File: src/rtl/usbdc_defs.vh
// Summary of operation
// - 16-bit bus option decodes endpoint FIFO ports on halfwords 20h..3Eh.
// - 32-bit bus decodes endpoint FIFO ports on words 20h..5Ch.
// - FIFO port write pushes transmit FIFO; read pops receive FIFO.
// - FIFO accesses carry one to four contiguous bytes; gaps are refused.
// - endpoint info register, read-only: rx count high nibble, tx count low.
// - memory info register, read-only: DMA channels high, RAM width-1 low.
// - power register bit 6 switches transceiver normal or non-driving.
// - attach bit set enables lines; Powered state ignores all but bus reset (code still rejects bad-length setups there).
// - attach bit clear puts transceiver non-driving, device appears detached.
// - hardware reset clears attach bit, device stays detached.
// - bus reset zeroes address and index, flushes, clears, enables, signals.
// - with high-speed allow set, negotiate during reset, report in bit 4.
// - 3 ms bus idle enters suspend, suspend event if enabled.
// - suspend drives SUSPENDM low only when sleep-allow bit 0 is set.
// - with clock running, resume signalling wakes transceiver, resume event.
// - no resume event when software started the wakeup.
// - setup packets whose command length is not eight bytes are rejected.
`ifndef USBDC_DEFS_VH
`define USBDC_DEFS_VH

`define USBDC_A_POWER      8'h00
`define USBDC_A_FUNCTION_ADDRESS      8'h04
`define USBDC_A_INDEX      8'h08
`define USBDC_A_RDWIDTH    8'h0C
`define USBDC_A_EVT_EN     8'h10
`define USBDC_A_EP_INT_EN  8'h14
`define USBDC_A_ENDPOINT_COUNT_INFO     8'h18
`define USBDC_A_MEMORY_DMA_INFO    8'h1C
`define USBDC_A_FIFO_BASE  8'h20
`define USBDC_A_FIFO_END16 8'h3F
`define USBDC_A_FIFO_END32 8'h5F

`define USBDC_PWR_SLEEP    0
`define USBDC_PWR_SUSP     1
`define USBDC_PWR_RESUME   2
`define USBDC_PWR_RESET    3
`define USBDC_PWR_HSACT    4
`define USBDC_PWR_HSALLOW  5
`define USBDC_PWR_ATTACH   6

`define USBDC_EVT_SUSP     0
`define USBDC_EVT_RESUME   1
`define USBDC_EVT_RESET    2

`define USBDC_RDWIDTH_RST  3'h4
`define USBDC_EVT_EN_RST   3'h7
`define USBDC_EP_INT_ALL   32'hFFFFFFFF
`define USBDC_SETUP_LEN    7'h08

`define USBDC_LS_SE0       2'h0
`define USBDC_LS_J         2'h1
`define USBDC_LS_K         2'h2
`define USBDC_OP_NORMAL    2'h0
`define USBDC_OP_NODRIVE   2'h1
`define USBDC_OP_RAWK      2'h2

`define USBDC_RESP_OKAY    2'h0
`define USBDC_RESP_SLVERR  2'h2

`define USBDC_CLK_KHZ      20000
`define USBDC_IDLE_MS      3
`define USBDC_RST_SE0_NS   2500
`define USBDC_CNT_W        20

`endif

File: src/rtl/usbdc_top.v
`timescale 1ns/100ps
`include "usbdc_defs.vh"
module usbdc_top #(
  parameter       BUS16       = 0,
  parameter [3:0] RX_EP_COUNT = 4'hF,
  parameter [3:0] TX_EP_COUNT = 4'hF,
  parameter [3:0] DMA_CHANS   = 4'h0,
  parameter [3:0] RAM_AW_M1   = 4'hB,
  parameter       IDLE_CYCLES = `USBDC_IDLE_MS * `USBDC_CLK_KHZ
) (
  input  wire        CLK,
  input  wire        RST_N,
  input  wire [7:0]  S_AXI_AWADDR,
  input  wire        S_AXI_AWVALID,
  output wire        S_AXI_AWREADY,
  input  wire [31:0] S_AXI_WDATA,
  input  wire [3:0]  S_AXI_WSTRB,
  input  wire        S_AXI_WVALID,
  output wire        S_AXI_WREADY,
  output reg  [1:0]  S_AXI_BRESP,
  output reg         S_AXI_BVALID,
  input  wire        S_AXI_BREADY,
  input  wire [7:0]  S_AXI_ARADDR,
  input  wire        S_AXI_ARVALID,
  output wire        S_AXI_ARREADY,
  output reg  [31:0] S_AXI_RDATA,
  output reg  [1:0]  S_AXI_RRESP,
  output reg         S_AXI_RVALID,
  input  wire        S_AXI_RREADY,
  output reg         TX_PUSH,
  output reg  [3:0]  TX_EP,
  output reg  [31:0] TX_DATA,
  output reg  [3:0]  TX_STRB,
  input  wire        TX_READY,
  output wire        RX_POP,
  output wire [3:0]  RX_EP,
  output wire [2:0]  RX_BYTES,
  input  wire [31:0] RX_DATA,
  input  wire        RX_VALID,
  input  wire [1:0]  LINESTATE,
  input  wire        HS_CHIRP_OK,
  output reg  [1:0]  OPMODE,
  output reg         SUSPENDM,
  output reg         XCVR_HS,
  output reg         CHIRP_EN,
  output reg         RESUME_DRIVE,
  output reg         LINK_ACTIVE,
  input  wire        SETUP_DONE,
  input  wire [6:0]  SETUP_LEN,
  output reg         SETUP_ACCEPT,
  output reg         SETUP_REJECT,
  output reg  [6:0]  FUNC_ADDR,
  output reg  [3:0]  EP_INDEX,
  output reg  [31:0] EP_INT_EN,
  output reg         FIFO_FLUSH,
  output reg         CSR_CLEAR,
  output reg         EVT_RESET,
  output reg         EVT_SUSPEND,
  output reg         EVT_RESUME
);

  localparam integer RST_CYC = (`USBDC_RST_SE0_NS * `USBDC_CLK_KHZ + 999999) / 1000000;
  // counts are cut to the counter width on purpose; both defaults fit
  localparam [`USBDC_CNT_W-1:0] IDLE_CNT = IDLE_CYCLES[`USBDC_CNT_W-1:0];
  localparam [`USBDC_CNT_W-1:0] RST_CNT  = RST_CYC[`USBDC_CNT_W-1:0];

  localparam [2:0] ST_DETACHED = 3'h0;
  localparam [2:0] ST_POWERED  = 3'h1;
  localparam [2:0] ST_RESET    = 3'h2;
  localparam [2:0] ST_ACTIVE   = 3'h3;
  localparam [2:0] ST_SUSPEND  = 3'h4;

  // bytes in a strobe pattern, zero when lanes are not contiguous
  function [2:0] strb_bytes;
    input [3:0] s;
    begin
      case (s)
        4'h1, 4'h2, 4'h4, 4'h8: strb_bytes = 3'h1;
        4'h3, 4'h6, 4'hC:       strb_bytes = 3'h2;
        4'h7, 4'hE:             strb_bytes = 3'h3;
        4'hF:                   strb_bytes = 3'h4;
        default:                strb_bytes = 3'h0;
      endcase
    end
  endfunction

  function fifo_hit;
    input [7:0] a;
    begin
      if (BUS16 != 0)
        fifo_hit = (a >= `USBDC_A_FIFO_BASE) && (a <= `USBDC_A_FIFO_END16) && !a[0];
      else
        fifo_hit = (a >= `USBDC_A_FIFO_BASE) && (a <= `USBDC_A_FIFO_END32)
                   && (a[1:0] == 2'h0);
    end
  endfunction

  function [3:0] fifo_ep;
    input [7:0] a;
    reg   [7:0] off;
    begin
      off = a - `USBDC_A_FIFO_BASE;
      fifo_ep = (BUS16 != 0) ? off[4:1] : off[5:2];
    end
  endfunction

  reg         aw_q;
  reg  [7:0]  awaddr_q;
  reg         w_q;
  reg  [31:0] wdata_q;
  reg  [3:0]  wstrb_q;
  reg         attach_q;
  reg         sleep_q;
  reg         resume_q;
  reg         hs_allow_q;
  reg         hs_act_q;
  reg  [2:0]  rdwidth_q;
  reg  [2:0]  evt_en_q;
  reg  [2:0]  state_q;
  reg  [2:0]  state_d;
  reg  [`USBDC_CNT_W-1:0] se0_cnt_q;
  reg  [`USBDC_CNT_W-1:0] idle_cnt_q;
  reg         sw_wake_q;

  wire        wr_go   = aw_q && w_q && !S_AXI_BVALID;
  wire        wr_fifo = fifo_hit(awaddr_q);
  wire [2:0]  wr_nb   = strb_bytes(wstrb_q);
  // a push waits for room; a gapped strobe is answered with an error
  wire        wr_fire = wr_go && (!wr_fifo || TX_READY || wr_nb == 3'h0);
  wire        rd_go   = S_AXI_ARVALID && !S_AXI_RVALID;
  wire        rd_fifo = fifo_hit(S_AXI_ARADDR);
  wire        ls_se0  = (LINESTATE == `USBDC_LS_SE0);
  wire        ls_idle = (LINESTATE == `USBDC_LS_J) || (hs_act_q && ls_se0);
  wire        bus_rst = (se0_cnt_q == RST_CNT) && !hs_act_q;
  wire        in_susp = (state_q == ST_SUSPEND);
  wire        wr_pwr  = wr_fire && awaddr_q == `USBDC_A_POWER && wstrb_q[0];

  assign S_AXI_AWREADY = !aw_q && !S_AXI_BVALID;
  assign S_AXI_WREADY  = !w_q && !S_AXI_BVALID;
  // a read that hits a FIFO port waits until the receive side has data
  assign S_AXI_ARREADY = !S_AXI_RVALID && (!rd_fifo || RX_VALID);
  assign RX_POP        = rd_go && rd_fifo && RX_VALID;
  assign RX_EP         = fifo_ep(S_AXI_ARADDR);
  assign RX_BYTES      = rdwidth_q;

  always @(posedge CLK or negedge RST_N) begin
    if (!RST_N) begin
      aw_q         <= 1'b0;
      awaddr_q     <= 8'h00;
      w_q          <= 1'b0;
      wdata_q      <= 32'h00000000;
      wstrb_q      <= 4'h0;
      S_AXI_BVALID <= 1'b0;
      S_AXI_BRESP  <= `USBDC_RESP_OKAY;
      TX_PUSH      <= 1'b0;
      TX_EP        <= 4'h0;
      TX_DATA      <= 32'h00000000;
      TX_STRB      <= 4'h0;
    end else begin
      TX_PUSH <= 1'b0;
      if (S_AXI_AWVALID && S_AXI_AWREADY) begin
        aw_q     <= 1'b1;
        awaddr_q <= S_AXI_AWADDR;
      end
      if (S_AXI_WVALID && S_AXI_WREADY) begin
        w_q     <= 1'b1;
        wdata_q <= S_AXI_WDATA;
        wstrb_q <= S_AXI_WSTRB;
      end
      if (S_AXI_BVALID && S_AXI_BREADY)
        S_AXI_BVALID <= 1'b0;
      if (wr_fire) begin
        aw_q         <= 1'b0;
        w_q          <= 1'b0;
        S_AXI_BVALID <= 1'b1;
        S_AXI_BRESP  <= `USBDC_RESP_OKAY;
        if (wr_fifo) begin
          if (wr_nb == 3'h0) begin
            S_AXI_BRESP <= `USBDC_RESP_SLVERR;
          end else begin
            TX_PUSH <= 1'b1;
            TX_EP   <= fifo_ep(awaddr_q);
            TX_DATA <= wdata_q;
            TX_STRB <= wstrb_q;
          end
        end else if (awaddr_q > `USBDC_A_EP_INT_EN || awaddr_q[1:0] != 2'h0) begin
          S_AXI_BRESP <= `USBDC_RESP_SLVERR;
        end
      end
    end
  end

  // read side; data are captured in the cycle the address is taken
  always @(posedge CLK or negedge RST_N) begin
    if (!RST_N) begin
      S_AXI_RVALID <= 1'b0;
      S_AXI_RDATA  <= 32'h00000000;
      S_AXI_RRESP  <= `USBDC_RESP_OKAY;
    end else begin
      if (S_AXI_RVALID && S_AXI_RREADY)
        S_AXI_RVALID <= 1'b0;
      if (rd_go && S_AXI_ARREADY) begin
        S_AXI_RVALID <= 1'b1;
        S_AXI_RRESP  <= `USBDC_RESP_OKAY;
        S_AXI_RDATA  <= 32'h00000000;
        if (rd_fifo) begin
          S_AXI_RDATA <= RX_DATA;
        end else begin
          case (S_AXI_ARADDR)
            `USBDC_A_POWER: begin
              S_AXI_RDATA[`USBDC_PWR_SLEEP]   <= sleep_q;
              S_AXI_RDATA[`USBDC_PWR_SUSP]    <= in_susp;
              S_AXI_RDATA[`USBDC_PWR_RESUME]  <= resume_q;
              S_AXI_RDATA[`USBDC_PWR_RESET]   <= (state_q == ST_RESET);
              S_AXI_RDATA[`USBDC_PWR_HSACT]   <= hs_act_q;
              S_AXI_RDATA[`USBDC_PWR_HSALLOW] <= hs_allow_q;
              S_AXI_RDATA[`USBDC_PWR_ATTACH]  <= attach_q;
            end
            `USBDC_A_FUNCTION_ADDRESS:     S_AXI_RDATA[6:0] <= FUNC_ADDR;
            `USBDC_A_INDEX:     S_AXI_RDATA[3:0] <= EP_INDEX;
            `USBDC_A_RDWIDTH:   S_AXI_RDATA[2:0] <= rdwidth_q;
            `USBDC_A_EVT_EN:    S_AXI_RDATA[2:0] <= evt_en_q;
            `USBDC_A_EP_INT_EN: S_AXI_RDATA      <= EP_INT_EN;
            `USBDC_A_ENDPOINT_COUNT_INFO:    S_AXI_RDATA[7:0] <= {RX_EP_COUNT, TX_EP_COUNT};
            `USBDC_A_MEMORY_DMA_INFO:   S_AXI_RDATA[7:0] <= {DMA_CHANS, RAM_AW_M1};
            default:            S_AXI_RRESP      <= `USBDC_RESP_SLVERR;
          endcase
        end
      end
    end
  end

  // link state; only a bus reset or clearing the attach bit moves the device out of Powered
  always @* begin
    state_d = state_q;
    case (state_q)
      ST_DETACHED: if (attach_q) state_d = ST_POWERED;
      ST_POWERED:  if (bus_rst) state_d = ST_RESET;
      ST_RESET:    if (!ls_se0) state_d = ST_ACTIVE;
      ST_ACTIVE: begin
        if (bus_rst)
          state_d = ST_RESET;
        else if (idle_cnt_q == IDLE_CNT)
          state_d = ST_SUSPEND;
      end
      ST_SUSPEND: begin
        if (bus_rst)
          state_d = ST_RESET;
        else if (sw_wake_q && !resume_q)
          state_d = ST_ACTIVE;
        else if (!sw_wake_q && !resume_q && LINESTATE == `USBDC_LS_K)
          state_d = ST_ACTIVE;
      end
      default:     state_d = ST_DETACHED;
    endcase
    if (!attach_q)
      state_d = ST_DETACHED;
  end

  always @(posedge CLK or negedge RST_N) begin
    if (!RST_N) begin
      state_q    <= ST_DETACHED;
      se0_cnt_q  <= {`USBDC_CNT_W{1'b0}};
      idle_cnt_q <= {`USBDC_CNT_W{1'b0}};
      sw_wake_q  <= 1'b0;
    end else begin
      state_q <= state_d;
      if (!ls_se0 || state_q == ST_DETACHED || state_q == ST_RESET)
        se0_cnt_q <= {`USBDC_CNT_W{1'b0}};
      else if (se0_cnt_q != RST_CNT)
        se0_cnt_q <= se0_cnt_q + 1'b1;
      // any non-idle line state counts as activity and restarts the wait
      if (!ls_idle || state_q != ST_ACTIVE)
        idle_cnt_q <= {`USBDC_CNT_W{1'b0}};
      else if (idle_cnt_q != IDLE_CNT)
        idle_cnt_q <= idle_cnt_q + 1'b1;
      if (state_d != ST_SUSPEND)
        sw_wake_q <= 1'b0;
      else if (in_susp && resume_q)
        sw_wake_q <= 1'b1;
    end
  end

  // software registers; a bus reset overrides a same-cycle write to address, index, interrupt enables or resume bit
  always @(posedge CLK or negedge RST_N) begin
    if (!RST_N) begin
      attach_q   <= 1'b0;
      sleep_q    <= 1'b0;
      resume_q   <= 1'b0;
      hs_allow_q <= 1'b0;
      rdwidth_q  <= `USBDC_RDWIDTH_RST;
      evt_en_q   <= `USBDC_EVT_EN_RST;
      FUNC_ADDR  <= 7'h00;
      EP_INDEX   <= 4'h0;
      EP_INT_EN  <= `USBDC_EP_INT_ALL;
    end else begin
      if (wr_pwr) begin
        attach_q   <= wdata_q[`USBDC_PWR_ATTACH];
        sleep_q    <= wdata_q[`USBDC_PWR_SLEEP];
        resume_q   <= wdata_q[`USBDC_PWR_RESUME];
        hs_allow_q <= wdata_q[`USBDC_PWR_HSALLOW];
      end
      if (wr_fire && wstrb_q[0]) begin
        case (awaddr_q)
          `USBDC_A_FUNCTION_ADDRESS:   FUNC_ADDR <= wdata_q[6:0];
          `USBDC_A_INDEX:   EP_INDEX  <= wdata_q[3:0];
          `USBDC_A_RDWIDTH: if (wdata_q[2:0] != 3'h0 && wdata_q[2:0] <= 3'h4)
                              rdwidth_q <= wdata_q[2:0];
          `USBDC_A_EVT_EN:  evt_en_q  <= wdata_q[2:0];
          default:          ;
        endcase
      end
      if (wr_fire && awaddr_q == `USBDC_A_EP_INT_EN && wstrb_q == 4'hF)
        EP_INT_EN <= wdata_q;
      if (state_d == ST_RESET && state_q != ST_RESET) begin
        FUNC_ADDR <= 7'h00;
        EP_INDEX  <= 4'h0;
        EP_INT_EN <= `USBDC_EP_INT_ALL;
        resume_q  <= 1'b0;
      end
    end
  end

  always @(posedge CLK or negedge RST_N) begin
    if (!RST_N) begin
      hs_act_q     <= 1'b0;
      OPMODE       <= `USBDC_OP_NODRIVE;
      SUSPENDM     <= 1'b1;
      XCVR_HS      <= 1'b0;
      CHIRP_EN     <= 1'b0;
      RESUME_DRIVE <= 1'b0;
      LINK_ACTIVE  <= 1'b0;
      FIFO_FLUSH   <= 1'b0;
      CSR_CLEAR    <= 1'b0;
      EVT_RESET    <= 1'b0;
      EVT_SUSPEND  <= 1'b0;
      EVT_RESUME   <= 1'b0;
      SETUP_ACCEPT <= 1'b0;
      SETUP_REJECT <= 1'b0;
    end else begin
      if (state_d == ST_DETACHED || (state_d == ST_RESET && state_q != ST_RESET))
        hs_act_q <= 1'b0;
      else if (state_q == ST_RESET && state_d == ST_ACTIVE)
        hs_act_q <= hs_allow_q && HS_CHIRP_OK;
      if (state_d == ST_DETACHED)
        OPMODE <= `USBDC_OP_NODRIVE;
      else if (state_d == ST_SUSPEND && resume_q)
        OPMODE <= `USBDC_OP_RAWK;
      else
        OPMODE <= `USBDC_OP_NORMAL;
      // sleep only while no remote wakeup is being driven
      SUSPENDM     <= !(state_d == ST_SUSPEND && sleep_q && !resume_q);
      XCVR_HS      <= hs_act_q;
      CHIRP_EN     <= (state_d == ST_RESET) && hs_allow_q;
      RESUME_DRIVE <= (state_d == ST_SUSPEND) && resume_q;
      LINK_ACTIVE  <= (state_d == ST_ACTIVE);
      FIFO_FLUSH   <= (state_d == ST_RESET) && (state_q != ST_RESET);
      CSR_CLEAR    <= (state_d == ST_RESET) && (state_q != ST_RESET);
      EVT_RESET    <= (state_d == ST_RESET) && (state_q != ST_RESET)
                      && evt_en_q[`USBDC_EVT_RESET];
      EVT_SUSPEND  <= (state_d == ST_SUSPEND) && !in_susp
                      && evt_en_q[`USBDC_EVT_SUSP];
      EVT_RESUME   <= in_susp && (state_d == ST_ACTIVE) && !sw_wake_q
                      && evt_en_q[`USBDC_EVT_RESUME];
      SETUP_ACCEPT <= SETUP_DONE && (SETUP_LEN == `USBDC_SETUP_LEN) && LINK_ACTIVE;
      SETUP_REJECT <= SETUP_DONE && (SETUP_LEN != `USBDC_SETUP_LEN);
    end
  end

endmodule // usbdc_top

File: config.mk
export PLATFORM = sky130hd
export DESIGN_NAME = usbdc_top
export DESIGN_NICKNAME = d
export VERILOG_FILES = /design/src/rtl/usbdc_top.v
export VERILOG_INCLUDE_DIRS = /design/src /design/src/rtl
export SDC_FILE = /design/constraint.sdc
export NUM_CORES = 1
export LEC_CHECK = 0
export BUFFER_PORTS_ARGS = -buffer_cell sky130_fd_sc_hd__buf_2
export CORE_ASPECT_RATIO = 1.25
export CORE_MARGIN = 1
export CORE_UTILIZATION = 49
export DETAILED_ROUTE_END_ITERATION = 8
export PLACE_DENSITY = 0.79
export SYNTH_ARGS = -nofsm -noshare
export SYNTH_HDL_FRONTEND = slang
export SYNTH_SLANG_ARGS = --single-unit
File: constraint.sdc
create_clock -name CLK -period 2.2 [get_ports CLK]
set_clock_uncertainty 0.05 [all_clocks]
set_input_delay 0.55 -clock CLK [delete_from_list [all_inputs] [get_ports CLK]]
set_output_delay 0.55 -clock CLK [all_outputs]
set_load 0.03 [all_outputs]
==> impl_metrics.toml <==
[logic_synthesis]
synth_top_cells_by_area = "sky130_fd_sc_hd__dfrtp_1 46%, sky130_fd_sc_hd__dfstp_2 9.4%, sky130_fd_sc_hd__mux2_2 7.7%"
async_flop_share = 1.00
yosys_warnings = 0
yosys.cell_types.count = 77
yosysSeqAreaShare = 0.553
mappedNetlistArea_um2 = 10700
synth_edf_count = 0
avgSynthCellArea_um2 = 11.7
yosys_reg_bits = 234
synth_area_leader_cell = "sky130_fd_sc_hd__dfrtp_1"
synth_top_area_frac = 0.460
flip_flop_cell_with_the_highest_count_after_synthesis = "sky130_fd_sc_hd__dfrtp_1"
synthesis.instances = 914

[power_and_ir_drop]
vdd_ir_max_v = 0.000656
powerDensity_nw_per_um2 = 1020
power_leakage_nw = 6.55

[cells_and_area]
area_growth_pct = 30.4
mostFrequentLayoutCell = "sky130_fd_sc_hd__buf_2"
seq_area_um2 = 5900
final_design_area_no_fill_um2 = 13900
finalNetCount = 1329
multiInputGateArea_um2 = 4590
layout_common_cells = "247 x sky130_fd_sc_hd__buf_2, 196 x sky130_fd_sc_hd__dfrtp_1, 104 x sky130_fd_sc_hd__nor2_1, 73 x sky130_fd_sc_hd__mux2_2, 64 x sky130_fd_sc_hd__buf_4"
final-instance-count-excl-fill = 1518
n_fill_cell = 1633
ratio_of_cells_with_drive_above_1_in_the_final_layout = 0.463
final_core_util = 0.648

[setup_path]
rr_startpoint = "wstrb_q[0]"
timing.reg2reg.worst_path_depth = 7
timing_worst_setup_path_type = "reg -> reg"
crit_path_max_fo = 9
critical-path-max-stage-delay_ns = 0.53
cp_slowest_cell = "sky130_fd_sc_hd__or3b_4"
worst_ep_arrival_time_ns = 2.67
critical_path.endpoint_type = "flip-flop"
crit_end = "TX_DATA[23]"
worstSetupStartpointType = "flip-flop"
critical_r2r_capture = "TX_DATA[23]"
setup.worst_path.start = "wstrb_q[0]"
timing.reg2reg.setup_slack_ns = -0.12
path_cells = "inv_2 -> ha_4 -> and3b_1 -> o32ai_2 -> or3b_4 -> clkbuf_16 -> mux2_1"
required_ns = 2.55

[floorplanning]
core-area_um2 = 21500
die_area_um2 = 22400
core.rowCount = 60
fp.dieH_um = 167
initial_core_util = 0.497
io_pins = 251
horiz_die_dim_um = 134

[route]
post_drt_via_cell_ratio = 5.71
routedWlPerCell_um = 20.1
drcViolationCount = 0
final_antenna_net_count = 0
firstDrtPassIters = 5
drtIter0Drc = 553
wirelength_um = 30600
route.vias.total = 8662

[placement]
globalplace.congestion = 0.919
dp_hpwl_um = 21400
post-place-ws_ns = -0.135
placed_cell_count = 1461
io_buffer_count = 248
placed_cell_area_um2 = 12700

[outcome]
status = "complete, but fails checks"
failing_checks = "setup timing"

[clock_network]
worst_setup_hold_path_clk_slew_ns = 0.06
clock_sink_count = 234
clock_tree_from_tritoncts = "built"
clock-root-buffer = "sky130_fd_sc_hd__clkbuf_16"
htree_levels = 1
cts.path.max_buffers = 3
cts_inserted_buffers = 24
clk_latency_ns = 0.52

[job]
max-cap-violations = 0

[timing]
grt_setup_unrepaired = "true"
hold_violations = 0
drv_slew = 0
post-route-min-period_ns = 2.32
worst_pin_slew_ns = 0.698
setup_ws_ns = -0.121
setup_viol_count_final = 78
timing.final.crit_share = 1.05
relSlewSlack = 0.530
finalSetupTns_ns = -3.61
fmaxAchievable_mhz = 431

[grt]
overflow_left_after_global_routing = 0
groute.usage.overall = 0.265
pin_count_of_the_biggest_net_entering_global_routing = 61
grt_pass1_vias = 8661
first_pass_grt_wire_length_um = 46400
antenna_violations_before_repair = 3

[min_path]
min_delay_path_depth = 2
holdCritPathClass = "in -> reg"
## cell families after synthesis
logic type | after synthesis | share of synthesized area
AND/OR/NAND/NOR | 276 | 0.135
flip-flops | 234 | 0.553
AO/OA/AOI/OAI | 152 | 0.102
multiplexers | 137 | 0.139
buffers and inverters | 78 | 0.0379
XOR/XNOR | 29 | 0.0238
adder cells (fa/ha/maj) | 7 | 0.00821
other | 1 | 0.000352
## registers in the layout (all words and copies together), names as in the netlist, 7 cells and up
signal and count:
idle_cnt_q 20, wdata_q 32, FUNC_ADDR 7, se0_cnt_q 20, TX_DATA 32, S_AXI_RDATA 32, awaddr_q 8, EP_INT_EN 32
## synth_stat cells, types with 3 or more instances
master / count
sky130_fd_sc_hd__ha_1: 7
sky130_fd_sc_hd__or3_1: 12
sky130_fd_sc_hd__a31oi_1: 8
sky130_fd_sc_hd__nand2b_1: 5
sky130_fd_sc_hd__and4_1: 7
sky130_fd_sc_hd__nor4b_1: 8
sky130_fd_sc_hd__o21ai_0: 27
sky130_fd_sc_hd__and2_1: 7
sky130_fd_sc_hd__and3_1: 6
sky130_fd_sc_hd__nand3_1: 23
sky130_fd_sc_hd__nor2_1: 105
sky130_fd_sc_hd__clkbuf_1: 29
sky130_fd_sc_hd__nand4_1: 10
sky130_fd_sc_hd__o21ai_2: 29
sky130_fd_sc_hd__a21oi_1: 34
sky130_fd_sc_hd__and3b_1: 3
sky130_fd_sc_hd__xor2_1: 12
sky130_fd_sc_hd__dfstp_2: 38
sky130_fd_sc_hd__nor2b_1: 4
sky130_fd_sc_hd__nor3_1: 20
sky130_fd_sc_hd__nand2_1: 32
sky130_fd_sc_hd__nand3b_1: 4
sky130_fd_sc_hd__a222oi_1: 4
sky130_fd_sc_hd__mux2_1: 17
sky130_fd_sc_hd__a221oi_1: 26
sky130_fd_sc_hd__buf_6: 4
sky130_fd_sc_hd__nor4_1: 11
sky130_fd_sc_hd__mux2i_1: 47
sky130_fd_sc_hd__buf_2: 9
sky130_fd_sc_hd__inv_1: 22
sky130_fd_sc_hd__dfrtp_1: 196
sky130_fd_sc_hd__xnor2_1: 17
sky130_fd_sc_hd__mux2_2: 73
sky130_fd_sc_hd__buf_4: 7
## power by group
group          leakage, nW  internal (W)  switching, W
Sequential            2.89       0.00522      0.000790
Combinational         3.23       0.00158       0.00215
Clock                0.424       0.00268       0.00170
Total                 6.55       0.00949       0.00463
## worst max-delay path, delay by kind of cell (launching register included)
kind,cells,cell delay [ns]
simple gates,2,0.69
flops,1,0.40
buf+inv,2,0.32
mux,1,0.31
compound gates,1,0.24
fa+ha+maj,1,0.20
## through the flow
stage / hold slack [ns] / total power (W)
detailed placement: 0.425 / 0.00956
global route: 0.175 / 0.0147
finish: 0.171 / 0.0141
floorplan: 0.204 / 0.00818
global placement: 0.412 / 0.00941
CTS: 0.164 / 0.0140
## worst min path at each step
stage | start | end | slack, ns
floorplan | RST_N | CHIRP_EN | 0.20
global placement | S_AXI_RDATA[3] | S_AXI_RDATA[3] | 0.41
detailed placement | S_AXI_RDATA[3] | S_AXI_RDATA[3] | 0.43
CTS | S_AXI_BREADY | S_AXI_BVALID | 0.16
global route | S_AXI_BREADY | S_AXI_BVALID | 0.17
finish | S_AXI_BREADY | S_AXI_BVALID | 0.17
## per-layer routing
metal	up-vias	track usage	wire length, um
li1	3904	-	-
met1	4307	0.322	11600
met2	370	0.457	15500
met3	81	0.0426	2070
met4	0	0.124	1440
met5	-	0	0
## what timing repair did
action                                 4_1_cts  5_1_grt
setup buffers                                0        3
resized for setup                           11       32
setup endpoints to repair                   85       90
hold buffers                                 1        0
pin swaps                                    2        1
endpoints found under the hold margin       49        0
cloned                                       0        6
## layout make-up
type,count,share of cell area
Antenna cell,3,0.000540
Clock buffer,31,0.0495
Tap cell,279,0.0251
Inverter,23,0.00639
Multi-Input combinational cell,603,0.330
Sequential cell,234,0.424
Clock inverter,13,0.0125
Timing Repair Buffer,332,0.152
Note: power is estimated with default switching activity, not from simulation.
